==> src/shared/liu_alarm_pkg.sv <==
// Package: register map, field positions, reset values and counts of the line alarm block
package liu_alarm_pkg;

    // ------------------------------------------------------------
    // Register indices; byte address is four times the index
    // ------------------------------------------------------------
    localparam logic [13:0] IDX_IRQ_ENABLE = 14'h0F04;
    localparam logic [13:0] IDX_LIVE_STATUS = 14'h0F05;
    localparam logic [13:0] IDX_CHANGE_LATCHES = 14'h0F06;
    localparam logic [13:0] IDX_LATCH_CLEAR = 14'h0F07;

    // ------------------------------------------------------------
    // Field positions, shared by status, latch and enable registers
    // ------------------------------------------------------------
    localparam int BIT_PATTERN_LOCK = 0;
    localparam int BIT_SIGNAL_LOSS = 1;
    localparam int BIT_LOOP_CODE = 3;
    localparam int BIT_FIFO_LIMIT = 5;
    localparam int BIT_DRIVER_MONITOR = 6;

    // Bits that carry a function; 7, 4 and 2 never do
    localparam logic [7:0] DEFINED_MASK = 8'h6B;

    // ------------------------------------------------------------
    // Reset values
    // ------------------------------------------------------------
    localparam logic [7:0] RESET_STATUS = 8'h00;
    localparam logic [7:0] RESET_LATCHES = 8'h00;
    localparam logic [7:0] RESET_ENABLE = 8'h00;

    // ------------------------------------------------------------
    // Counts
    // ------------------------------------------------------------
    localparam int DMO_QUIET_BITS = 128;
    localparam int FIFO_LIMIT_SPAN = 3;
    localparam int SYNC_STAGES = 3;

endpackage

==> src/rtl/alarm_pin_sync.sv <==
// Three-stage synchroniser for asynchronous alarm pins with agreement filter
`timescale 1ns/100ps

module alarm_pin_sync #(
    parameter int WIDTH = 3
) (
    input wire logic clk,
    input wire logic reset,
    input wire logic [WIDTH-1:0] pin_async,
    output logic [WIDTH-1:0] pin_clean
);
    import liu_alarm_pkg::*;

    logic [WIDTH-1:0] stage1_q;
    logic [WIDTH-1:0] stage2_q;
    logic [WIDTH-1:0] stage3_q;
    logic [WIDTH-1:0] clean_q;

    // ------------------------------------------------------------
    // Synchroniser chain, one lane per pin
    // ------------------------------------------------------------
    genvar g;
    generate
        for (g = 0; g < WIDTH; g++) begin : lane
            // Stage 1 feeds stage 2 only, to keep metastability contained
            always_ff @(posedge clk or posedge reset) begin
                if (reset) begin
                    stage1_q[g] <= 1'b0;
                    stage2_q[g] <= 1'b0;
                    stage3_q[g] <= 1'b0;
                end else begin
                    stage1_q[g] <= pin_async[g];
                    stage2_q[g] <= stage1_q[g];
                    stage3_q[g] <= stage2_q[g];
                end
            end

            // A change counts once stages two and three agree
            always_ff @(posedge clk or posedge reset) begin
                if (reset) begin
                    clean_q[g] <= 1'b0;
                end else if (stage2_q[g] == stage3_q[g]) begin
                    clean_q[g] <= stage3_q[g];
                end
            end
        end
    endgenerate

    assign pin_clean = clean_q;

endmodule

==> src/rtl/liu_alarm_status_irq_latch.sv <==
// Line interface alarm status, change latches and interrupt request with a Wishbone slave
`timescale 1ns/100ps

// ----------------------------------------------------------------
// ----------------------------------------------------------------

module liu_alarm_status_irq_latch #(
    parameter int PTR_W = 5
) (
    input wire logic clk,
    input wire logic reset,
    // Wishbone classic slave
    input wire logic wb_cyc_i,
    input wire logic wb_stb_i,
    input wire logic wb_we_i,
    input wire logic [15:0] wb_adr_i,
    input wire logic [3:0] wb_sel_i,
    input wire logic [31:0] wb_dat_i,
    output logic [31:0] wb_dat_o,
    output logic wb_ack_o,
    // Receive side alarm pins, asynchronous to clk
    input wire logic rx_signal_loss_flag,
    input wire logic test_pattern_lock_flag,
    input wire logic loop_code_detect_flag,
    // Transmit line monitor, on clk
    input wire logic tx_bit_tick,
    input wire logic tx_pulse_pos,
    input wire logic tx_pulse_neg,
    // Jitter attenuator pointers, on clk
    input wire logic [PTR_W-1:0] jitter_wr_ptr,
    input wire logic [PTR_W-1:0] jitter_rd_ptr,
    // Interrupt request
    output logic irq
);
    import liu_alarm_pkg::*;

    // ------------------------------------------------------------
    // Declarations
    // ------------------------------------------------------------
    logic [2:0] pin_clean;
    logic rx_loss_s;
    logic pattern_lock_s;
    logic loop_code_s;

    logic [7:0] quiet_cnt_q;
    logic driver_monitor_alarm_q;
    logic jitter_fifo_limit_flag_q;
    logic [PTR_W-1:0] ptr_gap;

    logic [7:0] live_d;
    logic [7:0] live_q;
    logic [7:0] prev_q;
    logic prev_valid_q;
    logic [7:0] change;

    logic [7:0] latches_d;
    logic [7:0] latches_q;
    logic [7:0] enable_q;
    logic irq_q;

    logic bus_req;
    logic ack_q;
    logic [31:0] dat_q;
    logic rd_take;
    logic wr_take;
    logic [13:0] req_idx;
    logic latch_read;
    logic [7:0] latch_wclear;

    // Decode a register index from a byte address
    function automatic logic [13:0] reg_index(input logic [15:0] adr);
        reg_index = adr[15:2];
    endfunction

    // True when a request selects the given register
    function automatic logic hits(input logic [15:0] adr, input logic [13:0] idx);
        hits = (reg_index(adr) == idx);
    endfunction

    // ------------------------------------------------------------
    // Pin synchronisers
    // ------------------------------------------------------------
    alarm_pin_sync #(
        .WIDTH(3)
    ) pin_sync (
        .clk(clk),
        .reset(reset),
        .pin_async({loop_code_detect_flag, test_pattern_lock_flag, rx_signal_loss_flag}),
        .pin_clean(pin_clean)
    );

    assign rx_loss_s = pin_clean[0];
    assign pattern_lock_s = pin_clean[1];
    assign loop_code_s = pin_clean[2];

    // ------------------------------------------------------------
    // Driver monitor
    // ------------------------------------------------------------
    // Count quiet bit periods; a pulse clears at once, even mid-period
    always_ff @(posedge clk or posedge reset) begin
        if (reset) begin
            quiet_cnt_q <= 8'h00;
            driver_monitor_alarm_q <= 1'b0;
        end else if (tx_pulse_pos || tx_pulse_neg) begin
            quiet_cnt_q <= 8'h00;
            driver_monitor_alarm_q <= 1'b0;
        end else if (tx_bit_tick && !driver_monitor_alarm_q) begin
            if (quiet_cnt_q == 8'(DMO_QUIET_BITS - 1)) begin
                driver_monitor_alarm_q <= 1'b1;
                quiet_cnt_q <= 8'h00;
            end else begin
                quiet_cnt_q <= quiet_cnt_q + 8'h01;
            end
        end
    end

    // ------------------------------------------------------------
    // Jitter FIFO limit
    // ------------------------------------------------------------
    // Pointer gap wraps modulo the FIFO depth, so both signs are checked
    assign ptr_gap = jitter_wr_ptr - jitter_rd_ptr;

    // Registered so the flag is a clean level for change detection
    always_ff @(posedge clk or posedge reset) begin
        if (reset) begin
            jitter_fifo_limit_flag_q <= 1'b0;
        end else begin
            jitter_fifo_limit_flag_q <= (ptr_gap <= PTR_W'(FIFO_LIMIT_SPAN)) ||
                                        (ptr_gap >= PTR_W'(-FIFO_LIMIT_SPAN));
        end
    end

    // ------------------------------------------------------------
    // Live status
    // ------------------------------------------------------------
    // Assemble live flags; undefined positions stay 0
    always_comb begin
        live_d = 8'h00;
        live_d[BIT_PATTERN_LOCK] = pattern_lock_s;
        live_d[BIT_SIGNAL_LOSS] = rx_loss_s;
        live_d[BIT_LOOP_CODE] = loop_code_s;
        live_d[BIT_FIFO_LIMIT] = jitter_fifo_limit_flag_q;
        live_d[BIT_DRIVER_MONITOR] = driver_monitor_alarm_q;
    end

    always_ff @(posedge clk or posedge reset) begin
        if (reset) begin
            live_q <= RESET_STATUS;
        end else begin
            live_q <= live_d;
        end
    end

    // ------------------------------------------------------------
    // Change detection
    // ------------------------------------------------------------
    // First sample after reset is compared against RESET_STATUS; only the first cycle after reset is masked
    always_ff @(posedge clk or posedge reset) begin
        if (reset) begin
            prev_q <= RESET_STATUS;
            prev_valid_q <= 1'b0;
        end else begin
            prev_q <= live_q;
            prev_valid_q <= 1'b1;
        end
    end

    // Either edge of a flag counts; both directions are reportable events
    assign change = prev_valid_q ? ((live_q ^ prev_q) & DEFINED_MASK) : 8'h00;

    // ------------------------------------------------------------
    // Wishbone slave
    // ------------------------------------------------------------
    assign bus_req = wb_cyc_i && wb_stb_i;
    assign req_idx = reg_index(wb_adr_i);
    assign rd_take = bus_req && !ack_q && !wb_we_i;
    // Writes land at the ack edge, where the master samples the answer
    assign wr_take = bus_req && ack_q && wb_we_i;

    // One wait state: ack one cycle after the request, dropped the next
    always_ff @(posedge clk or posedge reset) begin
        if (reset) begin
            ack_q <= 1'b0;
        end else begin
            ack_q <= bus_req && !ack_q;
        end
    end

    // Read data; unmapped and write-only addresses read as zero
    always_ff @(posedge clk or posedge reset) begin
        if (reset) begin
            dat_q <= 32'h0000_0000;
        end else if (rd_take) begin
            case (req_idx)
                IDX_IRQ_ENABLE: dat_q <= {24'h00_0000, enable_q};
                IDX_LIVE_STATUS: dat_q <= {24'h00_0000, live_q};
                IDX_CHANGE_LATCHES: dat_q <= {24'h00_0000, latches_q};
                default: dat_q <= 32'h0000_0000;
            endcase
        end
    end

    // Enable register steers the interrupt output
    always_ff @(posedge clk or posedge reset) begin
        if (reset) begin
            enable_q <= RESET_ENABLE;
        end else if (wr_take && wb_sel_i[0] && hits(wb_adr_i, IDX_IRQ_ENABLE)) begin
            enable_q <= wb_dat_i[7:0] & DEFINED_MASK;
        end
    end

    // ------------------------------------------------------------
    // Change latches
    // ------------------------------------------------------------
    // The read clears what the master saw: the value sampled into dat_q
    assign latch_read = rd_take && hits(wb_adr_i, IDX_CHANGE_LATCHES);

    // Write-one-to-clear companion; unused bits are masked off
    assign latch_wclear = (wr_take && wb_sel_i[0] && hits(wb_adr_i, IDX_LATCH_CLEAR)) ?
                          (wb_dat_i[7:0] & DEFINED_MASK) : 8'h00;

    // Set wins over clear so a change during the read is not lost
    always_comb begin
        latches_d = latches_q;
        if (latch_read) begin
            latches_d = 8'h00;
        end
        latches_d = latches_d & ~latch_wclear;
        latches_d = latches_d | change;
        latches_d = latches_d & DEFINED_MASK;
    end

    always_ff @(posedge clk or posedge reset) begin
        if (reset) begin
            latches_q <= RESET_LATCHES;
        end else begin
            latches_q <= latches_d;
        end
    end

    // ------------------------------------------------------------
    // Interrupt request
    // ------------------------------------------------------------
    // Level output, registered so the pin never glitches
    always_ff @(posedge clk or posedge reset) begin
        if (reset) begin
            irq_q <= 1'b0;
        end else begin
            irq_q <= |(latches_q & enable_q);
        end
    end

    // ------------------------------------------------------------
    // Outputs
    // ------------------------------------------------------------
    assign wb_ack_o = ack_q;
    assign wb_dat_o = dat_q;
    assign irq = irq_q;

endmodule

==> config.mk <==
export PLATFORM = sky130hd
export DESIGN_NAME = liu_alarm_status_irq_latch
export DESIGN_NICKNAME = d
export VERILOG_FILES = /design/src/shared/liu_alarm_pkg.sv /design/src/rtl/alarm_pin_sync.sv /design/src/rtl/liu_alarm_status_irq_latch.sv
export SDC_FILE = /design/constraint.sdc
export NUM_CORES = 1
export LEC_CHECK = 0
export BUFFER_PORTS_ARGS = -buffer_cell sky130_fd_sc_hd__buf_2
export CORE_AREA = 2 2 79 81
export DETAILED_ROUTE_END_ITERATION = 16
export DIE_AREA = 0 0 81 83
export PLACE_DENSITY = 0.75
export SYNTH_ARGS = -nofsm -noshare
export SYNTH_HDL_FRONTEND = slang
export SYNTH_SLANG_ARGS = --single-unit
==> constraint.sdc <==
create_clock -name clk -period 1.9 [get_ports clk]
set_input_delay 0.285 -clock clk [delete_from_list [all_inputs] [get_ports clk]]
set_output_delay 0.285 -clock clk [all_outputs]
set_load 0.02 [all_outputs]
==> key figures, run 1 <==
Status
  – Status: finished with violations
  – Violated checks: setup timing

Route
  – TritonRoute pass-1 iters: 4
  – Wire length per cell: 12.3 um
  – Total number of vias: 1,755
  – Initial detailed-routing violation count: around 110
  – Total Wirelength: 4490 um
  – Detail Route Antenna Nets: 0
  – Residual DRC: 0
  – Vias per cell: 4.80

Yosys
  – Cells after Synth: 233
  – Multiplexer share of the synthesized area: 5.90%
  – Ys flop type: dfrtp_1
  – Synth unique cells: 40
  – Post-synthesis sequential area ratio: 50.8%
  – Yosys reg bits: 50
  – Post-synthesis async set-or-reset flop share: 100%
  – Synth Warn #: 0
  – Largest family of logic cells by synthesized area: simple AND/OR/NAND/NOR gates
  – Post-synthesis adder-cell area fraction: 4.58%
  – Synth Area in XOR/XNOR: 3.91%
  – Simple-Gate Fraction of Synth Area: between 10% and 20%
  – Syn_area_per_cell: about 11 um^2
  – Compound-Gate Fraction of Synth Area: 8.69%
  – Post-synthesis instance area: 2460 um^2
  – EDFF count, synth: 0

Worst setup path
  – Crit path top cell by count: or4_4
  – CP Launch Type: primary input
  – R2r endpoint: enable_q[0]$_DFFE_PP0P_
  – Worst path bufs/invs: 1
  – CP required: 2080 ps
  – Reg2reg start: wb_ack_o$_DFF_PP0_
  – Critical path type: primary input to register
  – Critical Path Slowest Stage Cell: or4_4
  – Crit. End Element: register
  – Crit path largest cell delay: between 500 and 600 ps
  – Critical path's top delay family: simple AND/OR/NAND/NOR gates
  – Worst Path Max Fanout: 5
  – CP Data Arrival Time: 2150 ps
  – Internal reg-to-reg setup slack: 40 ps
  – Register-to-Register Path Depth: 4
  – Crit-path cells: buf_6, or4_4, or4_4, or4_4, mux2_4

Clocking
  – Root buffer cell: clkbuf_8
  – Hold-fix buffers, CTS: 0
  – CTS Buf Count: 5
  – CTS tree: yes
  – Sinks on Clock Net: 50
  – Max clock buf depth: 2
  – Worst skew pair latency: ~300 ps
  – H-tree Lvls: 2
  – Clock-pin slew on the worst setup and hold paths: 80 ps

Min path
  – Hold Crit Depth: 1
  – Hold Crit Start: loop_code_detect_flag
  – Hold Crit Class: primary input to register
  – Hold Path Sink: pin_sync.stage1_q[2]$_DFF_PP0_

Global route
  – GRT Max-Usage Layer: met2
  – Met3 usage in global routing: 3.37%
  – Grt met1 use: ~17%
  – First-pass GRT wire length: 7280 um
  – Met2 Use GR: 22.1%
  – Grt total ovfl: 0
  – Largest net degree at the start of global routing: 51
  – GRT Total Usage: 13.6%
  – Vias in the first global route: around 1,700
  – Initial antenna violation count: 0

Final layout
  – Antenna Cells: 0
  – Final cell count without fillers: approximately 370
  – Core Util, Final: between 40% and 50%
  – Most frequent cells in the layout: 50 x dfrtp_1, 46 x buf_2, 28 x conb_1
  – Finished Cell Area: about 2900 um^2
  – # nets final: approximately 370
  – Commonest non-fill, non-tap cell in the layout: dfrtp_1
  – Layout cells sized above 1: around 27%
  – Area delta synth->final: 15.9%
  – Fillers: 562

Placed design
  – Dpl cell area: roughly 2700 um^2
  – Post-DP HPWL: roughly 3400 um
  – RePlAce Congestion: 0.820
  – Inst Count DP: ~360
  – Port Buf Inserts: 47
  – Setup Slack @ Placement: -463 ps

Power
  – Max VDD drop: 0.387 mV
  – Pwr dens: a little over 700 nW/um^2
  – Pleak: 1.43 nW

STA
  – Tmin final: 1960 ps
  – Slew of the pin with the lowest slew margin: roughly 610 ps
  – Fmax: 510 MHz
  – Period utilization: 103%
  – PnR worst setup slack: -62.0 ps
  – Final setup viols: 5
  – RSZ-0062 raised after global routing: true
  – Slew Limit Fails: 0
  – Worst slew margin: 59.3%
  – Final Hold Fails: 0
  – Final Hold Slack: 90.5 ps
  – Final clock skew: 8.90 ps

Floorplan
  – Total Die Area: 6720 um^2
  – Number of I/O pins: 107
  – Chip Width: 81 um
  – Initial Util: 42.3%
  – Die Y: 83 um
  – Core area: ~5800 um^2
  – # rows: 28

Run
  – Max_cap viols: 0
final cells by class:
cell class,count,area (um^2),area share (%)
Clock inverter,1,8.76,0.307
Sequential cell,50,1250,43.9
Clock buffer,7,96.3,3.38
Multi-Input combinational cell,163,1040,36.3
Inverter,13,48.8,1.71
Tap cell,75,93.8,3.29
Timing Repair Buffer,57,317,11.1
worst max path at each step:
stage / from / end / cells after the start / slack [ps]
2_1_floorplan: wb_adr_i[7] / enable_q[0]$_DFFE_PP0P_ / 6 / -480
3_3_place_gp: wb_adr_i[7] / enable_q[1]$_DFFE_PP0P_ / 5 / -440
3_5_place_dp: wb_adr_i[7] / enable_q[0]$_DFFE_PP0P_ / 5 / -460
4_1_cts: wb_adr_i[8] / enable_q[0]$_DFFE_PP0P_ / 5 / -120
5_1_grt: wb_adr_i[8] / enable_q[1]$_DFFE_PP0P_ / 5 / -70
6_report: wb_adr_i[8] / enable_q[0]$_DFFE_PP0P_ / 5 / -60
stage by stage:
step / setup TNS (ps) / power, mW
floorplan: -2410 / 1.37
global placement: -2770 / 1.41
detailed placement: -2960 / 1.42
CTS: -561 / 2.10
global route: -350 / 2.16
finish: -286 / 2.07
kinds of logic after synthesis:
| kind of cell | after synthesis |
|---|---|
| AOI/OAI and AO/OA | 36 |
| xor gates and xnor gates | 11 |
| adders and majority gates | 9 |
| buffers and inverters | 46 |
| DFF | 50 |
| muxes | 12 |
| other | 2 |
| and+or+nand+nor | 67 |
synth_stat cells, types with 2 or more instances:
cell / n / share of area, %
conb_1: 2 / 0.31
o31ai_1: 2 / 0.61
or4_1: 2 / 0.61
or4_4: 2 / 0.92
nor2b_1: 2 / 0.51
o22ai_1: 2 / 0.51
o21ai_0: 16 / 3.3
nor3_1: 2 / 0.41
clkbuf_1: 3 / 0.46
buf_4: 27 / 8.2
dfrtp_1: 50 / 51
inv_1: 13 / 2.0
maj3_1: 3 / 1.2
nor2_1: 16 / 2.4
xor2_1: 10 / 3.6
mux2_4: 5 / 3.1
or3_1: 2 / 0.51
nand2_1: 19 / 2.9
a21oi_1: 8 / 1.6
ha_1: 5 / 2.5
nor4_1: 7 / 1.8
mux2i_1: 7 / 2.8
nand3_1: 4 / 0.81
nand2b_1: 3 / 0.76
a21o_1: 3 / 0.92
nand4_1: 3 / 0.76
a22o_1: 2 / 0.71
power by group:
group / internal, mW / switching [mW] / leakage [nW] / total (mW)
Combinational: 0.101 / 0.157 / 0.751 / 0.258
Clock: 0.334 / 0.338 / 0.0544 / 0.672
Sequential: 1.11 / 0.0302 / 0.625 / 1.14
repair_timing:
action / CTS / global route
pin swaps: 3 / 1
setup buffers: 2 / 0
hold endpoints to repair: 0 / 0
setup endpoints to repair: 5 / 10
gates cloned: 0 / 0
resized for setup: 1 / 3
registers in the layout, summed over array words and instances, names as in the netlist, 5 cells and up:
name	cells
enable_q	5
latches_q	5
live_q	5
prev_q	5
quiet_cnt_q	8
wb_dat_o	5
layer usage:
layer | vias up | routed length (um)
li1 | 863 | -
met1 | 828 | 1970
met2 | 56 | 2190
met3 | 8 | 265
met4 | 0 | 68
met5 | - | 0
worst reg2reg max path: cells and delay by family, from the launching register on:
family / cells / cell delay [ps]
simple gates: 3 / 1060
mux: 1 / 320
flops: 1 / 370
Note: power is estimated with default switching activity, not from simulation.
==> run 2, diff against run 1 <==
- SKIP_CTS_REPAIR_TIMING: unset -> 1
==> key figures, run 2 (synthesis results as in run 1) <==
Worst setup path
  – Critical path type: primary input to register
  – Reg2reg start: wb_ack_o$_DFF_PP0_
  – Register-to-Register Path Depth: 4 (unchanged)
  – Internal reg-to-reg setup slack: -40 ps (-80 ps)
  – CP required: 2080 ps (about the same)
  – Crit. End Element: register
  – R2r endpoint: enable_q[0]$_DFFE_PP0P_
  – CP Launch Type: primary input
  – CP Data Arrival Time: 2220 ps (+70 ps)
  – Worst Path Max Fanout: 5 (unchanged)

Power
  – Pleak: 1.43 nW (-0.29%)
  – Pwr dens: 729 nW/um^2 (+0.32%)
  – Max VDD drop: 0.386 mV (about the same)

Final layout
  – # nets final: 368 (-0.27%)
  – Fillers: 562 (unchanged)
  – Area delta synth->final: 15.6%
  – Biggest register: quiet_cnt_q
  – Layout cells sized above 1: 26.6% (-0.25 points)
  – Final cell count without fillers: 365 (-0.27%)
  – Core Util, Final: 48.9% (-0.13 points)
  – Antenna Cells: 0 (unchanged)
  – Commonest non-fill, non-tap cell in the layout: dfrtp_1
  – Most frequent cells in the layout: 50 x dfrtp_1, 46 x buf_2, 28 x conb_1
  – Max FFs per register: 8 (unchanged)

STA
  – Final clock skew: 8.58 ps (-0.314 ps)
  – Slew of the pin with the lowest slew margin: 613 ps (+2.70 ps)
  – PnR worst setup slack: -133 ps (-71.4 ps)
  – RSZ-0062 raised after global routing: true
  – Worst slew margin: 59.2% (-0.18 points)
  – Final setup viols: 5 (unchanged)
  – Final Hold Slack: 90.2 ps (-0.355 ps)
  – Fmax: 492 MHz (-3.5%)
  – Period utilization: 107% (+3.8 points)
  – Tmin final: 2030 ps (+71.4 ps)
  – Final Hold Fails: 0 (unchanged)
  – Slew Limit Fails: 0 (unchanged)

Global route
  – First-pass GRT wire length: 7220 um (-0.76%)
  – GRT Total Usage: 13.4% (-0.11 points)
  – Largest net degree at the start of global routing: 51 (unchanged)
  – Vias in the first global route: 1,642 (-0.91%)
  – Initial antenna violation count: 0 (unchanged)
  – Grt total ovfl: 0 (unchanged)

Floorplan
  – Initial Util: 42.3% (unchanged)
  – Die Y: 83 um (unchanged)
  – Chip Width: 81 um (unchanged)
  – Total Die Area: 6720 um^2 (unchanged)
  – Number of I/O pins: 107 (unchanged)
  – # rows: 28 (unchanged)
  – Core area: 5820 um^2 (unchanged)

Min path
  – Hold Crit Class: primary input to register
  – Hold Crit Start: loop_code_detect_flag
  – Hold Path Sink: pin_sync.stage1_q[2]$_DFF_PP0_
  – Hold Crit Depth: 1 (unchanged)

Clocking
  – Worst skew pair latency: 300 ps (about the same)
  – Clock-pin slew on the worst setup and hold paths: 80 ps (about the same)
  – Sinks on Clock Net: 50 (unchanged)
  – Max clock buf depth: 2 (unchanged)
  – H-tree Lvls: 2 (unchanged)
  – CTS Buf Count: 5 (unchanged)
  – CTS tree: yes
  – Root buffer cell: clkbuf_8

Placed design
  – Setup Slack @ Placement: -463 ps (unchanged)
  – Port Buf Inserts: 47 (unchanged)
  – RePlAce Congestion: 0.820 (unchanged)
  – Inst Count DP: 356 (unchanged)
  – Post-DP HPWL: 3430 um (unchanged)

Route
  – TritonRoute pass-1 iters: 4 (unchanged)
  – Detail Route Antenna Nets: 0 (unchanged)
  – Initial detailed-routing violation count: 113 (unchanged)
  – Wire length per cell: 12.3 um (+0.61%)
  – Total number of vias: 1,756 (+0.057%)
  – Residual DRC: 0 (unchanged)
  – Vias per cell: 4.81 (+0.33%)
  – Total Wirelength: 4510 um (+0.33%)

Status
  – Status: finished with violations
  – Violated checks: setup timing

Run
  – Max_cap viols: 0 (unchanged)
-- run 2: changes by cell type in the layout (fill, tap and decap cells not counted), sizes merged --
cell | previous run | this run
buf | 57 | 56
-- run 2: worst max-delay path by stage --
stage                     cells after the start                 endpoint   startpoint
after detailed placement                      5  enable_q[0]$_DFFE_PP0P_  wb_adr_i[7]
after global routing                          5  enable_q[1]$_DFFE_PP0P_  wb_adr_i[8]
after floorplan                               6  enable_q[0]$_DFFE_PP0P_  wb_adr_i[7]
final                                         5  enable_q[0]$_DFFE_PP0P_  wb_adr_i[8]
after CTS                                     5  enable_q[0]$_DFFE_PP0P_  wb_adr_i[7]
after global placement                        5  enable_q[1]$_DFFE_PP0P_  wb_adr_i[7]
-- run 2: where the power goes --
group | internal [mW] | switching [mW]
Combinational | 0.101 | 0.157
Sequential | 1.11 | 0.0301
Clock | 0.334 | 0.339
-- run 2: per-layer routing --
metal  up-vias  routed length, um  track usage [%]
li1        858                  -                -
met1       822               1990             17.3
met2        65               2170             21.8
met5         -                  0                0
met4         0                 69             4.62
met3        11                278             3.37
-- run 2: critical path, cell delays in order --
cell	delay, ps
buf_6	90
or4_4	520
or4_4	430
or4_4	570
mux2_4	320
-- run 2: layout make-up --
cell class	count	area, um^2	share of cell area, %
timing repair buffer	56	309	10.9
inverter	13	48.8	1.72
clock inverter	1	8.76	0.308
sequential	50	1250	44.0
multi-input combinational	163	1040	36.4
tap	75	93.8	3.30
clock buffer	7	96.3	3.39
-- run 2: through the flow --
step	total power, mW	setup TNS, ps	cell area (um^2)
5_1_grt	2.16	-684	2840
4_1_cts	2.10	-686	2820
3_5_place_dp	1.42	-2960	2720
6_report	2.07	-644	2840
3_3_place_gp	1.41	-2770	2720
2_1_floorplan	1.37	-2410	2570
